### src/include/aux_out_pkg.sv
// Constants shared by the auxiliary output selector and its helpers.
//
// Contract
// - Selection 0: high while enabled and running.
// - Selection 1: high while no fault present.
// - Selection 2: high while frequency equals setpoint.
// - Selection 3: high while output frequency above zero.
// - Selections 4 to 7 compare against thresholds.
// - Threshold mode: set above upper threshold.
// - Threshold mode: hold until below lower threshold.
// - Selection 5 compares motor output current.
// - Selection 7 compares second analog input.
// - Selection 8 upward: analog mode, separate format.
// - Selection 8: frequency zero to maximum, linear.
// - Current analog: full scale is 200% rated.
// - Selection 10: full scale is 165% torque.
`default_nettype none
package aux_out_pkg;
  localparam int QW = 16;
  localparam int ADDR_W = 8;
  localparam int DATA_W = 32;
  localparam int FUNC_W = 4;
  localparam int FMT_W = 2;
  localparam logic [ADDR_W-1:0] OFS_FUNC = 8'h00;
  localparam logic [ADDR_W-1:0] OFS_FORMAT = 8'h04;
  localparam logic [ADDR_W-1:0] OFS_UPPER = 8'h08;
  localparam logic [ADDR_W-1:0] OFS_LOWER = 8'h0C;
  localparam logic [ADDR_W-1:0] OFS_RATED_CUR = 8'h10;
  localparam logic [ADDR_W-1:0] OFS_MAX_FREQ = 8'h14;
  localparam logic [ADDR_W-1:0] OFS_STATUS = 8'h18;
  localparam int STAT_DIG_BIT = 0;
  localparam int STAT_MODE_BIT = 1;
  localparam int STAT_VAL_LSB = 16;
  localparam logic [FUNC_W-1:0] FUNC_RESET = 4'h0;
  localparam logic [FMT_W-1:0] FMT_RESET = 2'h0;
  localparam logic [QW-1:0] QTY_RESET = 16'h0000;
  localparam logic [FUNC_W-1:0] SEL_RUNNING = 4'h0;
  localparam logic [FUNC_W-1:0] SEL_HEALTHY = 4'h1;
  localparam logic [FUNC_W-1:0] SEL_AT_TARGET = 4'h2;
  localparam logic [FUNC_W-1:0] SEL_ABOVE_ZERO = 4'h3;
  localparam logic [FUNC_W-1:0] SEL_FREQ_LIMIT = 4'h4;
  localparam logic [FUNC_W-1:0] SEL_CUR_LIMIT = 4'h5;
  localparam logic [FUNC_W-1:0] SEL_TORQUE_LIMIT = 4'h6;
  localparam logic [FUNC_W-1:0] SEL_AIN2_LIMIT = 4'h7;
  localparam logic [FUNC_W-1:0] SEL_ANALOG_FREQ = 4'h8;
  localparam logic [FUNC_W-1:0] SEL_ANALOG_CUR = 4'h9;
  localparam logic [FUNC_W-1:0] SEL_ANALOG_TORQUE = 4'hA;
  localparam logic [QW-1:0] FULL_SCALE = 16'hFFFF;
  // Torque arrives in tenths of a percent of rated torque.
  localparam logic [QW:0] TORQUE_RANGE = 17'h00672;
  localparam int CLK_PERIOD_NS = 20;
  localparam int UPDATE_PERIOD_NS = 1000;
  localparam int UPDATE_CYCLES = UPDATE_PERIOD_NS / CLK_PERIOD_NS;
  localparam int DIV_W = 16;
endpackage
`default_nettype wire

### src/include/scale_if.sv
// Interface carrying a quantity and its range to the saturating scaler.
`timescale 1ns/1ps
`default_nettype none
interface scale_if;
  logic [aux_out_pkg::QW-1:0] value;
  logic [aux_out_pkg::QW:0] range;
  logic [aux_out_pkg::QW-1:0] result;
  modport src (output value, output range, input result);
  modport calc (input value, input range, output result);
endinterface
`default_nettype wire

### src/design/aux_output_function_selector.sv
// Function selector for the drive's second auxiliary output, APB slave.
`timescale 1ns/1ps
`default_nettype none
module aux_output_function_selector #(
  parameter int UPDATE_CYCLES = aux_out_pkg::UPDATE_CYCLES
) (
  input wire logic clk,
  input wire logic rstn,
  input wire logic psel,
  input wire logic penable,
  input wire logic pwrite,
  input wire logic [7:0] paddr,
  input wire logic [31:0] pwdata,
  output logic [31:0] prdata,
  output logic pready,
  output logic pslverr,
  input wire logic drive_enabled,
  input wire logic drive_running,
  input wire logic drive_fault,
  input wire logic [15:0] out_freq,
  input wire logic [15:0] setpoint_freq,
  input wire logic [15:0] motor_current,
  input wire logic [15:0] motor_torque,
  input wire logic [15:0] analog_in2,
  output logic aux_digital_out,
  output logic aux_analog_mode,
  output logic [15:0] aux_analog_value,
  output logic [1:0] aux_format
);
  localparam logic [15:0] DIV_LAST = 16'(UPDATE_CYCLES - 1);

  logic [3:0] aux_output2_function_select_reg;
  logic [3:0] aux_output2_function_select_next;
  logic [1:0] aux_output2_format_select_reg;
  logic [1:0] aux_output2_format_select_next;
  logic [15:0] upper_threshold_setting_reg;
  logic [15:0] upper_threshold_setting_next;
  logic [15:0] lower_threshold_setting_reg;
  logic [15:0] lower_threshold_setting_next;
  logic [15:0] motor_rated_current_setting_reg;
  logic [15:0] motor_rated_current_setting_next;
  logic [15:0] max_freq_setting_reg;
  logic [15:0] max_freq_setting_next;
  logic [31:0] prdata_reg;
  logic [31:0] prdata_next;
  logic [15:0] div_reg;
  logic [15:0] div_next;
  logic dig_reg;
  logic dig_next;
  logic mode_reg;
  logic mode_next;
  logic [15:0] aval_reg;
  logic [15:0] aval_next;
  logic [3:0] seen_reg;
  logic [3:0] seen_next;

  logic tick;
  logic wr_en;
  logic addr_hit;
  logic thr_sel;
  logic sel_changed;
  logic hyst_prev;
  logic hyst_next;
  logic [15:0] cmp_qty;
  logic [3:0] fsel;

  scale_if sc ();

  assign fsel = aux_output2_function_select_reg;
  assign tick = (div_reg == DIV_LAST);

  // Update-rate divider.
  always_comb begin
    div_next = tick ? 16'h0000 : div_reg + 16'h0001;
  end

  always_ff @(posedge clk or negedge rstn) begin
    if (!rstn) begin
      div_reg <= 16'h0000;
    end else begin
      div_reg <= div_next;
    end
  end

  // APB slave: zero wait states, error on an unmapped address.
  always_comb begin
    case (paddr)
      aux_out_pkg::OFS_FUNC,
      aux_out_pkg::OFS_FORMAT,
      aux_out_pkg::OFS_UPPER,
      aux_out_pkg::OFS_LOWER,
      aux_out_pkg::OFS_RATED_CUR,
      aux_out_pkg::OFS_MAX_FREQ,
      aux_out_pkg::OFS_STATUS: addr_hit = 1'b1;
      default: addr_hit = 1'b0;
    endcase
  end

  assign pready = 1'b1;
  assign pslverr = psel & penable & ~addr_hit;
  assign wr_en = psel & penable & pwrite;
  assign prdata = prdata_reg;

  always_comb begin
    aux_output2_function_select_next = aux_output2_function_select_reg;
    aux_output2_format_select_next = aux_output2_format_select_reg;
    upper_threshold_setting_next = upper_threshold_setting_reg;
    lower_threshold_setting_next = lower_threshold_setting_reg;
    motor_rated_current_setting_next = motor_rated_current_setting_reg;
    max_freq_setting_next = max_freq_setting_reg;
    if (wr_en) begin
      case (paddr)
        aux_out_pkg::OFS_FUNC: begin
          aux_output2_function_select_next = pwdata[3:0];
        end
        aux_out_pkg::OFS_FORMAT: begin
          aux_output2_format_select_next = pwdata[1:0];
        end
        aux_out_pkg::OFS_UPPER: upper_threshold_setting_next = pwdata[15:0];
        aux_out_pkg::OFS_LOWER: lower_threshold_setting_next = pwdata[15:0];
        aux_out_pkg::OFS_RATED_CUR: begin
          motor_rated_current_setting_next = pwdata[15:0];
        end
        aux_out_pkg::OFS_MAX_FREQ: max_freq_setting_next = pwdata[15:0];
        default: begin
        end
      endcase
    end
    prdata_next = prdata_reg;
    // Read data is latched in the setup cycle and stands in the access.
    if (psel && !penable) begin
      prdata_next = 32'h00000000;
      case (paddr)
        aux_out_pkg::OFS_FUNC: prdata_next[3:0] = fsel;
        aux_out_pkg::OFS_FORMAT: begin
          prdata_next[1:0] = aux_output2_format_select_reg;
        end
        aux_out_pkg::OFS_UPPER: begin
          prdata_next[15:0] = upper_threshold_setting_reg;
        end
        aux_out_pkg::OFS_LOWER: begin
          prdata_next[15:0] = lower_threshold_setting_reg;
        end
        aux_out_pkg::OFS_RATED_CUR: begin
          prdata_next[15:0] = motor_rated_current_setting_reg;
        end
        aux_out_pkg::OFS_MAX_FREQ: prdata_next[15:0] = max_freq_setting_reg;
        aux_out_pkg::OFS_STATUS: begin
          prdata_next[aux_out_pkg::STAT_DIG_BIT] = dig_reg;
          prdata_next[aux_out_pkg::STAT_MODE_BIT] = mode_reg;
          prdata_next[31:16] = aval_reg;
        end
        default: begin
        end
      endcase
    end
  end

  always_ff @(posedge clk or negedge rstn) begin
    if (!rstn) begin
      aux_output2_function_select_reg <= aux_out_pkg::FUNC_RESET;
      aux_output2_format_select_reg <= aux_out_pkg::FMT_RESET;
      upper_threshold_setting_reg <= aux_out_pkg::QTY_RESET;
      lower_threshold_setting_reg <= aux_out_pkg::QTY_RESET;
      motor_rated_current_setting_reg <= aux_out_pkg::QTY_RESET;
      max_freq_setting_reg <= aux_out_pkg::QTY_RESET;
      prdata_reg <= 32'h00000000;
    end else begin
      aux_output2_function_select_reg <= aux_output2_function_select_next;
      aux_output2_format_select_reg <= aux_output2_format_select_next;
      upper_threshold_setting_reg <= upper_threshold_setting_next;
      lower_threshold_setting_reg <= lower_threshold_setting_next;
      motor_rated_current_setting_reg <= motor_rated_current_setting_next;
      max_freq_setting_reg <= max_freq_setting_next;
      prdata_reg <= prdata_next;
    end
  end

  // Quantity under comparison in the threshold selections.
  always_comb begin
    thr_sel = 1'b1;
    case (fsel)
      aux_out_pkg::SEL_FREQ_LIMIT: cmp_qty = out_freq;
      aux_out_pkg::SEL_CUR_LIMIT: cmp_qty = motor_current;
      aux_out_pkg::SEL_TORQUE_LIMIT: cmp_qty = motor_torque;
      aux_out_pkg::SEL_AIN2_LIMIT: cmp_qty = analog_in2;
      default: begin
        cmp_qty = aux_out_pkg::QTY_RESET;
        thr_sel = 1'b0;
      end
    endcase
  end

  // A freshly chosen source starts from a cleared hysteresis state.
  assign sel_changed = (fsel != seen_reg);
  assign hyst_prev = sel_changed ? 1'b0 : dig_reg;

  hyst_step #(.W(aux_out_pkg::QW)) u_hyst (
    .value(cmp_qty),
    .upper(upper_threshold_setting_reg),
    .lower(lower_threshold_setting_reg),
    .prev(hyst_prev),
    .next(hyst_next)
  );

  // Analog source and its full-scale range.
  always_comb begin
    case (fsel)
      aux_out_pkg::SEL_ANALOG_FREQ: begin
        sc.value = out_freq;
        sc.range = {1'b0, max_freq_setting_reg};
      end
      aux_out_pkg::SEL_ANALOG_CUR: begin
        sc.value = motor_current;
        sc.range = {motor_rated_current_setting_reg, 1'b0};
      end
      aux_out_pkg::SEL_ANALOG_TORQUE: begin
        sc.value = motor_torque;
        sc.range = aux_out_pkg::TORQUE_RANGE;
      end
      default: begin
        sc.value = aux_out_pkg::QTY_RESET;
        sc.range = 17'h00000;
      end
    endcase
  end

  saturating_scaler u_scale (
    .sc(sc)
  );

  // Output stage, refreshed once per update tick.
  always_comb begin
    dig_next = dig_reg;
    mode_next = mode_reg;
    aval_next = aval_reg;
    seen_next = seen_reg;
    if (tick) begin
      seen_next = fsel;
      mode_next = (fsel >= aux_out_pkg::SEL_ANALOG_FREQ);
      aval_next = mode_next ? sc.result : aux_out_pkg::QTY_RESET;
      case (fsel)
        aux_out_pkg::SEL_RUNNING: begin
          dig_next = drive_enabled & drive_running;
        end
        aux_out_pkg::SEL_HEALTHY: dig_next = ~drive_fault;
        aux_out_pkg::SEL_AT_TARGET: begin
          dig_next = (out_freq == setpoint_freq);
        end
        aux_out_pkg::SEL_ABOVE_ZERO: begin
          dig_next = (out_freq != aux_out_pkg::QTY_RESET);
        end
        default: dig_next = thr_sel & hyst_next;
      endcase
    end
  end

  always_ff @(posedge clk or negedge rstn) begin
    if (!rstn) begin
      dig_reg <= 1'b0;
      mode_reg <= 1'b0;
      aval_reg <= aux_out_pkg::QTY_RESET;
      seen_reg <= aux_out_pkg::FUNC_RESET;
    end else begin
      dig_reg <= dig_next;
      mode_reg <= mode_next;
      aval_reg <= aval_next;
      seen_reg <= seen_next;
    end
  end

  assign aux_digital_out = dig_reg;
  assign aux_analog_mode = mode_reg;
  assign aux_analog_value = aval_reg;
  assign aux_format = aux_output2_format_select_reg;

  property p_running;
    @(posedge clk) disable iff (!rstn)
    tick && fsel == 4'h0 |=> dig_reg == $past(drive_enabled && drive_running);
  endproperty
  a_running: assert property (p_running)
    else $error("Running status not reflected.");

  property p_healthy;
    @(posedge clk) disable iff (!rstn)
    tick && fsel == 4'h1 |=> dig_reg == !$past(drive_fault);
  endproperty
  a_healthy: assert property (p_healthy)
    else $error("Healthy status not reflected.");

  property p_target;
    @(posedge clk) disable iff (!rstn)
    tick && fsel == 4'h2 |=>
    dig_reg == ($past(out_freq) == $past(setpoint_freq));
  endproperty
  a_target: assert property (p_target)
    else $error("At-target status not reflected.");

  property p_zero;
    @(posedge clk) disable iff (!rstn)
    tick && fsel == 4'h3 |=> dig_reg == ($past(out_freq) != 16'h0000);
  endproperty
  a_zero: assert property (p_zero)
    else $error("Above-zero status not reflected.");

  property p_set;
    @(posedge clk) disable iff (!rstn)
    tick && thr_sel && cmp_qty > upper_threshold_setting_reg |=> dig_reg;
  endproperty
  a_set: assert property (p_set)
    else $error("Output not set above upper threshold.");

  property p_clear;
    @(posedge clk) disable iff (!rstn)
    tick && thr_sel && cmp_qty < lower_threshold_setting_reg &&
    !(cmp_qty > upper_threshold_setting_reg) |=> !dig_reg;
  endproperty
  a_clear: assert property (p_clear)
    else $error("Output not cleared below lower threshold.");

  property p_hold;
    @(posedge clk) disable iff (!rstn)
    tick && thr_sel && !sel_changed && dig_reg &&
    !(cmp_qty < lower_threshold_setting_reg) |=> dig_reg;
  endproperty
  a_hold: assert property (p_hold)
    else $error("Output dropped inside hysteresis band.");

  property p_mode;
    @(posedge clk) disable iff (!rstn)
    tick |=> aux_analog_mode == ($past(fsel) >= 4'h8) &&
    (aux_analog_mode || aux_analog_value == 16'h0000);
  endproperty
  a_mode: assert property (p_mode)
    else $error("Analog mode does not follow selection.");

  property p_freq_full;
    @(posedge clk) disable iff (!rstn)
    tick && fsel == 4'h8 && out_freq != 16'h0000 &&
    out_freq >= max_freq_setting_reg |=>
    aux_analog_value == 16'hFFFF;
  endproperty
  a_freq_full: assert property (p_freq_full)
    else $error("Frequency at maximum is not full scale.");

  property p_cur_full;
    @(posedge clk) disable iff (!rstn)
    tick && fsel == 4'h9 && motor_current != 16'h0000 &&
    {1'b0, motor_current} >= {motor_rated_current_setting_reg, 1'b0} |=>
    aux_analog_value == 16'hFFFF;
  endproperty
  a_cur_full: assert property (p_cur_full)
    else $error("Current at 200 percent is not full scale.");

  property p_torque_full;
    @(posedge clk) disable iff (!rstn)
    tick && fsel == 4'hA && motor_torque >= 16'h0672 |=>
    aux_analog_value == 16'hFFFF;
  endproperty
  a_torque_full: assert property (p_torque_full)
    else $error("Torque at 165 percent is not full scale.");

  property p_quiet;
    @(posedge clk) disable iff (!rstn)
    !tick |=> $stable(dig_reg) && $stable(aval_reg) && $stable(mode_reg);
  endproperty
  a_quiet: assert property (p_quiet)
    else $error("Output changed between update ticks.");

  property p_newsel;
    @(posedge clk) disable iff (!rstn)
    tick |=> seen_reg == $past(fsel) ##[1:UPDATE_CYCLES] tick;
  endproperty
  a_newsel: assert property (p_newsel)
    else $error("Selection not taken at update tick.");

  c_hyst_set: cover property (@(posedge clk) disable iff (!rstn)
    thr_sel && !dig_reg ##1 dig_reg);
  c_hyst_clr: cover property (@(posedge clk) disable iff (!rstn)
    thr_sel && dig_reg ##1 !dig_reg);
  c_analog_full: cover property (@(posedge clk) disable iff (!rstn)
    aux_analog_mode && aux_analog_value == 16'hFFFF);
  c_bad_addr: cover property (@(posedge clk) disable iff (!rstn) pslverr);
endmodule
`default_nettype wire

### src/design/hyst_step.sv
// Next state of a two-threshold comparator with hysteresis.
`timescale 1ns/1ps
`default_nettype none
module hyst_step #(
  parameter int W = 16
) (
  input wire logic [W-1:0] value,
  input wire logic [W-1:0] upper,
  input wire logic [W-1:0] lower,
  input wire logic prev,
  output logic next
);
  // Upper wins if the thresholds are set the wrong way round.
  always_comb begin
    if (value > upper) begin
      next = 1'b1;
    end else if (value < lower) begin
      next = 1'b0;
    end else begin
      next = prev;
    end
  end
endmodule
`default_nettype wire

### src/design/saturating_scaler.sv
// Linear scaler from a quantity and its range to a full-scale code.
`timescale 1ns/1ps
`default_nettype none
module saturating_scaler (
  scale_if.calc sc
);
  logic [31:0] prod;
  logic [31:0] quot;
  // A wide divide keeps the ratio exact; it costs area, not cycles.
  always_comb begin
    prod = {16'h0000, sc.value} * 32'h0000FFFF;
    quot = 32'h00000000;
    sc.result = aux_out_pkg::QTY_RESET;
    if (sc.range == 17'h00000) begin
      if (sc.value != aux_out_pkg::QTY_RESET) begin
        sc.result = aux_out_pkg::FULL_SCALE;
      end
    end else begin
      quot = prod / {15'h0000, sc.range};
      if (quot > {16'h0000, aux_out_pkg::FULL_SCALE}) begin
        sc.result = aux_out_pkg::FULL_SCALE;
      end else begin
        sc.result = quot[15:0];
      end
    end
  end
endmodule
`default_nettype wire

### config.mk
export PLATFORM = sky130hd
export DESIGN_NAME = aux_output_function_selector
export DESIGN_NICKNAME = d
export VERILOG_FILES = /design/src/include/aux_out_pkg.sv /design/src/include/scale_if.sv /design/src/design/aux_output_function_selector.sv /design/src/design/hyst_step.sv /design/src/design/saturating_scaler.sv
export SDC_FILE = /design/constraint.sdc
export NUM_CORES = 2
export LEC_CHECK = 0
export BUFFER_PORTS_ARGS = -buffer_cell sky130_fd_sc_hd__clkbuf_2
export CAP_MARGIN = 10
export CORE_ASPECT_RATIO = 1.25
export CORE_MARGIN = 3
export CORE_UTILIZATION = 63
export DETAILED_ROUTE_END_ITERATION = 16
export HOLD_SLACK_MARGIN = 0.12
export PLACE_DENSITY_LB_ADDON = 0.25
export SYNTH_ARGS = -nofsm -noshare
export SYNTH_HDL_FRONTEND = slang
export SYNTH_SLANG_ARGS = --single-unit
### constraint.sdc
create_clock -name clk -period 236.4 [get_ports clk]
set_input_delay 11.82 -clock clk [delete_from_list [all_inputs] [get_ports clk]]
set_output_delay 11.82 -clock clk [all_outputs]
set_load 0.05 [all_outputs]
After elaboration in Yosys (flattened, before gate mapping)
Cells that the tools add are included.
{"block": "classes", "addsub": 1, "n_mul": 1, "n_div": 1, "n_lt_le_gt_ge": 4, "eq_ne": 19, "mux": 18, "n_bitwise": 7, "n_reduce_logical": 15}
{"cell": "$mux 16", "n": 6}
{"cell": "$pmux 16 s4", "n": 1}
{"cell": "$pmux 17 s3", "n": 1}
{"cell": "$pmux 12 s4", "n": 1}
{"cell": "$pmux 16 s3", "n": 1}
{"cell": "$div 32x17->32", "n": 1}
{"cell": "$gt 32x16->1 const B", "n": 1}
{"cell": "$mul 16x16->32 const B", "n": 1}
{"cell": "$reduce_bool 16->1", "n": 2}
{"cell": "$eq 8x5->1 const B", "n": 3}
{"cell": "$logic_not 17->1", "n": 1}
{"cell": "$add 16x1->16 const B", "n": 1}
{"cell": "$eq 16x16->1", "n": 1}
{"cell": "$eq 16x6->1 const B", "n": 1}
{"cell": "$eq 4x3->1 const B", "n": 4}
{"cell": "$eq 8x4->1 const B", "n": 2}
{"cell": "$gt 16x16->1", "n": 1}
{"cell": "$lt 16x16->1", "n": 1}
{"cell": "$pmux 2 s7", "n": 1}
{"cell": "$eq 4x4->1 const B", "n": 3}
{"cell": "$reduce_and 2->1", "n": 6}
{"cell": "$pmux 2 s5", "n": 1}
{"cell": "$eq 4x2->1 const B", "n": 2}
{"cell": "$eq 8x3->1 const B", "n": 1}
{"cell": "other kinds (13)", "n": 22}
{"block": "totals", "regBits": 140, "output_inout_bits": 54, "elab_cells": 78}

Longest topological paths before layout
{"block": "depth", "word_depth": 8, "depth_mapped": 503, "ltp_nobuf": 461}

Cells and area by module
From an unflattened synthesis, not the netlist that was laid out.
{"block": "unflattened", "cells_unflattened": 4553, "area_unflattened_um2": 35789.3}
{"mod": "saturating_scaler", "instances": 1, "cells_each": 3822, "area_each_um2": 27921.8, "seq_area_each_um2": 0.0}
{"mod": "aux_output_function_selector", "instances": 1, "cells_each": 623, "area_each_um2": 7083.0, "seq_area_each_um2": 3503.4}
{"mod": "hyst_step", "instances": 1, "cells_each": 108, "area_each_um2": 784.5, "seq_area_each_um2": 0.0}

Worst setup path before layout
Ideal clock, no wire load.
{"block": "synth_timing", "path_kind": "input port to flip-flop", "start": "input motor_torque[9]", "end": "register aval_reg[0], in the netlist aux_analog_value[0]", "setup_ns": 0.142, "arrival_ns": 106.980, "setup_slack_ns": 129.278, "path_stages": 463, "path_cell_list": "mux2i_1 -> nor2_1 -> o21ai_0 -> inv_1 -> fa_1 -> fa_1 -> inv_1 -> fa_1 -> inv_1 -> fa_1 -> fa_1 -> inv_1 -> fa_1 -> inv_1 -> ha_1 -> clkbuf_1 -> and3_1 -> clkbuf_1 -> [427 not listed] -> nor2b_1 -> o21ai_0 -> nand2b_1 -> a21oi_1 -> nor2b_1 -> o21ai_0 -> nand2b_1 -> a21oi_1 -> nor2b_1 -> o21ai_0 -> nand2b_1 -> a21oi_1 -> nor2b_1 -> o21ai_0 -> nand3_1 -> a31o_2 -> a211oi_1 -> o221ai_1"}
{"block": "synth_via", "elab_chain_len": 7}
{"item": "start: declaration", "line_no": "aux_output_function_selector.sv:23", "rtl": "input wire logic [15:0] motor_torque,"}
{"item": "$pmux 16 s3 *", "line_no": "aux_output_function_selector.sv:208", "rtl": "case (fsel)"}
{"item": "$mul 16x16->32", "line_no": "saturating_scaler.sv:11", "rtl": "prod = {16'h0000, sc.value} * 32'h0000FFFF;"}
{"item": "$div 32x17->32", "line_no": "saturating_scaler.sv:19", "rtl": "quot = prod / {15'h0000, sc.range};"}
{"item": "$gt 32x16->1", "line_no": "saturating_scaler.sv:20", "rtl": "if (quot > {16'h0000, aux_out_pkg::FULL_SCALE}) begin"}
{"item": "$mux 16", "line_no": "saturating_scaler.sv:20"}
{"item": "$mux 16 *", "line_no": "saturating_scaler.sv:14", "rtl": "if (sc.range == 17'h00000) begin"}
{"item": "$mux 16 *", "line_no": "aux_output_function_selector.sv:241", "rtl": "aval_next = mode_next ? sc.result : aux_out_pkg::QTY_RESET;"}
{"item": "end signal: assignment", "line_no": "aux_output_function_selector.sv:262", "rtl": "aval_reg <= aux_out_pkg::QTY_RESET;"}
{"item": "end signal: assignment", "line_no": "aux_output_function_selector.sv:267", "rtl": "aval_reg <= aval_next;"}
{"item": "end: declaration", "line_no": "aux_output_function_selector.sv:52", "rtl": "logic [15:0] aval_reg;"}
Every way passes the cells marked *; elsewhere a longest branch is shown, timed or not.
A chain may end at the register's enable or synchronous reset.

Worst setup path after layout
{"block": "layout_timing", "start": "input out_freq[11]", "end": "register aval_reg[0], in the netlist aux_analog_value[0]"}
{"block": "layout_via", "elab_chain_len": 7}
{"item": "start: declaration", "line_no": "aux_output_function_selector.sv:20", "rtl": "input wire logic [15:0] out_freq,"}
{"item": "$pmux 16 s3 *", "line_no": "aux_output_function_selector.sv:208"}
{"item": "$mul 16x16->32", "line_no": "saturating_scaler.sv:11"}
{"item": "$div 32x17->32", "line_no": "saturating_scaler.sv:19"}
{"item": "$gt 32x16->1", "line_no": "saturating_scaler.sv:20"}
{"item": "$mux 16", "line_no": "saturating_scaler.sv:20"}
{"item": "$mux 16 *", "line_no": "saturating_scaler.sv:14"}
{"item": "$mux 16 *", "line_no": "aux_output_function_selector.sv:241"}
Marked as above.

==> impl_metrics.prom <==
# TYPE chip_impl_metric gauge
chip_impl_info{name="outcome",value="finished clean"} 1
chip_impl_metric{name="routedLengthMet1",unit="um"} 42880
chip_impl_metric{name="timing.critical_path.slowest_cell_delay",unit="ns"} 0.84
chip_impl_metric{name="clkSinkCount",unit=""} 140
chip_impl_metric{name="gpl.final_weighted_congestion",unit=""} 0.9786
chip_impl_info{name="critPathSlowestCell",value="sky130_fd_sc_hd__a21oi_1"} 1
chip_impl_metric{name="worst_skew_pair.late_latency",unit="ns"} 0.51
chip_impl_info{name="synth-main-ff-cell",value="sky130_fd_sc_hd__dfrtp_1"} 1
chip_impl_metric{name="synth_async_reset_ratio",unit="%"} 100.0
chip_impl_metric{name="floorplan.die.height",unit="um"} 275.3
chip_impl_info{name="critPathCapture",value="aux_analog_value[0]"} 1
chip_impl_info{name="cell_at_the_root_of_the_clock_tree",value="sky130_fd_sc_hd__clkbuf_16"} 1
chip_impl_metric{name="final_setup_violations",unit=""} 0
chip_impl_metric{name="antenna_left",unit=""} 0
chip_impl_info{name="synthTopCellsByArea",value="sky130_fd_sc_hd__ha_1 19%, sky130_fd_sc_hd__dfrtp_1 9.6%, sky130_fd_sc_hd__fa_1 6.2%"} 1
chip_impl_metric{name="detailed_place_hpwl",unit="um"} 87730
chip_impl_metric{name="drive_above_1_share",unit="%"} 12.25
chip_impl_metric{name="slew-limit-headroom",unit="%"} 23.71
chip_impl_metric{name="synthCells",unit=""} 4693
chip_impl_metric{name="netlist_area",unit="um2"} 36540
chip_impl_metric{name="ys_warn_count",unit=""} 0
chip_impl_info{name="worstSetupStartpointType",value="primary input"} 1
chip_impl_metric{name="worst-r2r-setup-slack",unit="ns"} 126.91
chip_impl_info{name="worst_hold_path_type",value="flip-flop to flip-flop"} 1
chip_impl_info{name="cp_common_cell",value="sky130_fd_sc_hd__o21a_1"} 1
chip_impl_metric{name="fp-row-count",unit=""} 98
chip_impl_metric{name="post_cts_resized",unit=""} 0
chip_impl_metric{name="antenna_found_initial",unit=""} 2
chip_impl_metric{name="clock_path_buffers",unit=""} 2
chip_impl_metric{name="initial_utilization",unit="%"} 63.81
chip_impl_metric{name="period_minus_slack",unit="ns"} 119.62
chip_impl_info{name="timing.setup.critical_path_class",value="primary input to flip-flop"} 1
chip_impl_metric{name="max_clock_freq",unit="MHz"} 8.360
chip_impl_metric{name="worstRegToRegCells",unit=""} 436
chip_impl_metric{name="met2RoutedLength",unit="um"} 53670
chip_impl_metric{name="min_period_over_period",unit="%"} 50.60
chip_impl_metric{name="synth_enable_flop_cells",unit=""} 0
chip_impl_metric{name="synth.lib_cells_used.distinct",unit=""} 134
chip_impl_metric{name="design.final.nets",unit=""} 5580
chip_impl_metric{name="wl_met3",unit="um"} 6641
chip_impl_metric{name="cts_hold_fix_bufs",unit=""} 0
chip_impl_metric{name="post_cts.repair.setup_buffers",unit=""} 0
chip_impl_metric{name="synth.yosys.seq_area_share",unit="%"} 9.588
chip_impl_metric{name="crit_fanout",unit=""} 36
chip_impl_info{name="cp-startpoint",value="out_freq[11]"} 1
chip_impl_metric{name="synthesis.area_per_instance",unit="um2"} 7.786
chip_impl_metric{name="post-synth-top-area-fraction",unit="%"} 18.90
chip_impl_metric{name="avgRoutedWirePerCell",unit="um"} 19.90
chip_impl_metric{name="synth_fp_nets",unit=""} 5486
chip_impl_metric{name="clk_transition_reported_paths",unit="ns"} 0.10
chip_impl_info{name="worst_setup_path_end_kind",value="flip-flop"} 1
chip_impl_info{name="clock_tree_from_tritoncts",value="done"} 1
chip_impl_metric{name="finalHoldViolCount",unit=""} 0
chip_impl_metric{name="initialDrtViolationCount",unit=""} 2514
chip_impl_metric{name="worst_ep_required",unit="ns"} 236.79
chip_impl_metric{name="grt_pass1_wl",unit="um"} 177000
chip_impl_metric{name="grt_start_max_net_pins",unit=""} 87
chip_impl_metric{name="die_area",unit="um2"} 60940
chip_impl_info{name="synth_top_area_cell",value="sky130_fd_sc_hd__ha_1"} 1
chip_impl_metric{name="clock-skew-final",unit="ns"} 0.03184
chip_impl_metric{name="max_capacitance_violation_total",unit=""} 0
chip_impl_metric{name="area_grow_syn2layout",unit="%"} 6.157
chip_impl_metric{name="cp.arrival",unit="ns"} 120.01
chip_impl_metric{name="ys_ff_latch",unit=""} 140
chip_impl_metric{name="number_of_remaining_drc_errors",unit=""} 0
chip_impl_metric{name="drt-vias-per-instance",unit=""} 6.611
chip_impl_info{name="routed.top_layer",value="met4"} 1
chip_impl_metric{name="die_w",unit="um"} 221.4
chip_impl_metric{name="grt.overflow.total",unit=""} 0
chip_impl_info{name="post-synth-top-count-cell",value="sky130_fd_sc_hd__ha_1"} 1
chip_impl_metric{name="floorplan.core_area",unit="um2"} 57260
chip_impl_info{name="grt_setup_unrepaired",value="false"} 1
chip_impl_metric{name="buffer_ports.inserted",unit=""} 164
chip_impl_metric{name="ios",unit=""} 182
chip_impl_metric{name="worst-slew-pin-transition",unit="ns"} 1.140
chip_impl_metric{name="min_delay_path_depth",unit=""} 2
chip_impl_metric{name="cts_made_buffers",unit=""} 17
chip_impl_info{name="synth_top_cells_by_count",value="552 x sky130_fd_sc_hd__ha_1, 403 x sky130_fd_sc_hd__nor2_1, 375 x sky130_fd_sc_hd__nand2_1"} 1
chip_impl_metric{name="depth_of_the_cts_h_tree",unit=""} 4
chip_impl_metric{name="grt_use_total",unit="%"} 35.21
chip_impl_info{name="worstReg2RegStart",value="aux_output2_function_select_reg[0]"} 1
chip_impl_metric{name="drt_pass1_iterations",unit=""} 8
chip_impl_metric{name="detailroute.via_count",unit=""} 36700
chip_impl_metric{name="grt_pass1_vias",unit=""} 35550
chip_impl_info{name="crit-reg2reg-capture",value="aux_analog_value[0]"} 1
chip_impl_metric{name="totalWireLength",unit="um"} 110500
chip_impl_metric{name="largest_register_ff_count",unit=""} 32
chip_impl_metric{name="final_max_slew_viol_count",unit=""} 0
chip_impl_metric{name="setup_total_negative_slack",unit="ns"} 0
==> worst min-delay path by stage <==
stage	slack, ns	to	startpoint
6_report	0.48	seen_reg[2]	seen_reg[2]
5_1_grt	0.50	div_reg[15]	div_reg[15]
3_3_place_gp	0.46	seen_reg[2]	seen_reg[2]
3_5_place_dp	0.46	seen_reg[2]	seen_reg[2]
2_1_floorplan	0.45	seen_reg[2]	seen_reg[2]
4_1_cts	0.48	seen_reg[2]	seen_reg[2]
==> kinds of logic after synthesis <==
logic type,count (synthesis),share of synthesized area (%)
other,1,0.01026
AOI/OAI and AO/OA,1422,26.83
buffers and inverters,433,4.742
adders and majority gates,668,25.17
xor gates and xnor gates,254,6.109
and+or+nand+nor,1574,21.49
muxes,201,6.061
DFF,140,9.588
==> through the flow <==
step / cells / worst slack [ns] / cell area, um2 / util, % / hold WS, ns
2_1_floorplan: 4693 / 129.28 / 36540 / - / 0.4456
3_3_place_gp: 5517 / 120.54 / 38180 / 66.67 / 0.4583
3_5_place_dp: 5517 / 118.60 / 38180 / 66.67 / 0.4646
4_1_cts: 5549 / 118.64 / 38780 / 67.72 / 0.4827
5_1_grt: 5550 / 109.24 / 38790 / 67.74 / 0.4966
6_report: 5551 / 116.78 / 38790 / 67.74 / 0.4828
==> cells in the final DEF, fill, tap and decap left out, types with 57 or more instances in the layout <==
| cell type | count |
|---|---|
| sky130_fd_sc_hd__o21a_1 | 207 |
| sky130_fd_sc_hd__a22o_1 | 60 |
| sky130_fd_sc_hd__clkbuf_2 | 163 |
| sky130_fd_sc_hd__mux2_2 | 142 |
| sky130_fd_sc_hd__or2_2 | 80 |
| sky130_fd_sc_hd__nor2_1 | 400 |
| sky130_fd_sc_hd__buf_4 | 60 |
| sky130_fd_sc_hd__inv_1 | 281 |
| sky130_fd_sc_hd__nand2_1 | 375 |
| sky130_fd_sc_hd__nand4_1 | 57 |
| sky130_fd_sc_hd__fa_1 | 113 |
| sky130_fd_sc_hd__nor3_1 | 219 |
| sky130_fd_sc_hd__a21o_1 | 101 |
| sky130_fd_sc_hd__dfrtp_1 | 140 |
| sky130_fd_sc_hd__a21oi_1 | 331 |
| sky130_fd_sc_hd__xor2_1 | 102 |
| sky130_fd_sc_hd__nand3_1 | 82 |
| sky130_fd_sc_hd__xnor2_1 | 151 |
| sky130_fd_sc_hd__o31ai_1 | 78 |
| sky130_fd_sc_hd__ha_1 | 552 |
| sky130_fd_sc_hd__o21ai_0 | 224 |
==> layout make-up <==
cell class | instances | area [um2]
Tap cell | 750 | 938.4
Antenna cell | 1 | 2.502
Multi-Input combinational cell | 4120 | 31400
Inverter | 283 | 1062
Timing Repair Buffer | 225 | 1289
Sequential cell | 140 | 3503
Fill cell | 4872 | 18470
Clock inverter | 15 | 173.9
Clock buffer | 17 | 425.4
==> critical path, delay by kind of cell <==
kind / cells / cell delay (ns)
AO/OA/AOI/OAI: 281 / 67.44
AND/OR/NAND/NOR: 84 / 19.07
adder cells (fa/ha/maj): 39 / 13.77
buffers and inverters: 23 / 4.90
multiplexers: 8 / 2.49
XOR/XNOR: 1 / 0.21
==> layer usage <==
layer  vias up  global-route usage [%]
li1      17590                       -
met1     17330                   39.51
met2      1363                   63.80
met3       411                   4.553
met4         0                   21.39
met5         -                       0
Power is not shown: default switching activity piles up to over one toggle a cycle in this logic, so the estimate is an artifact.
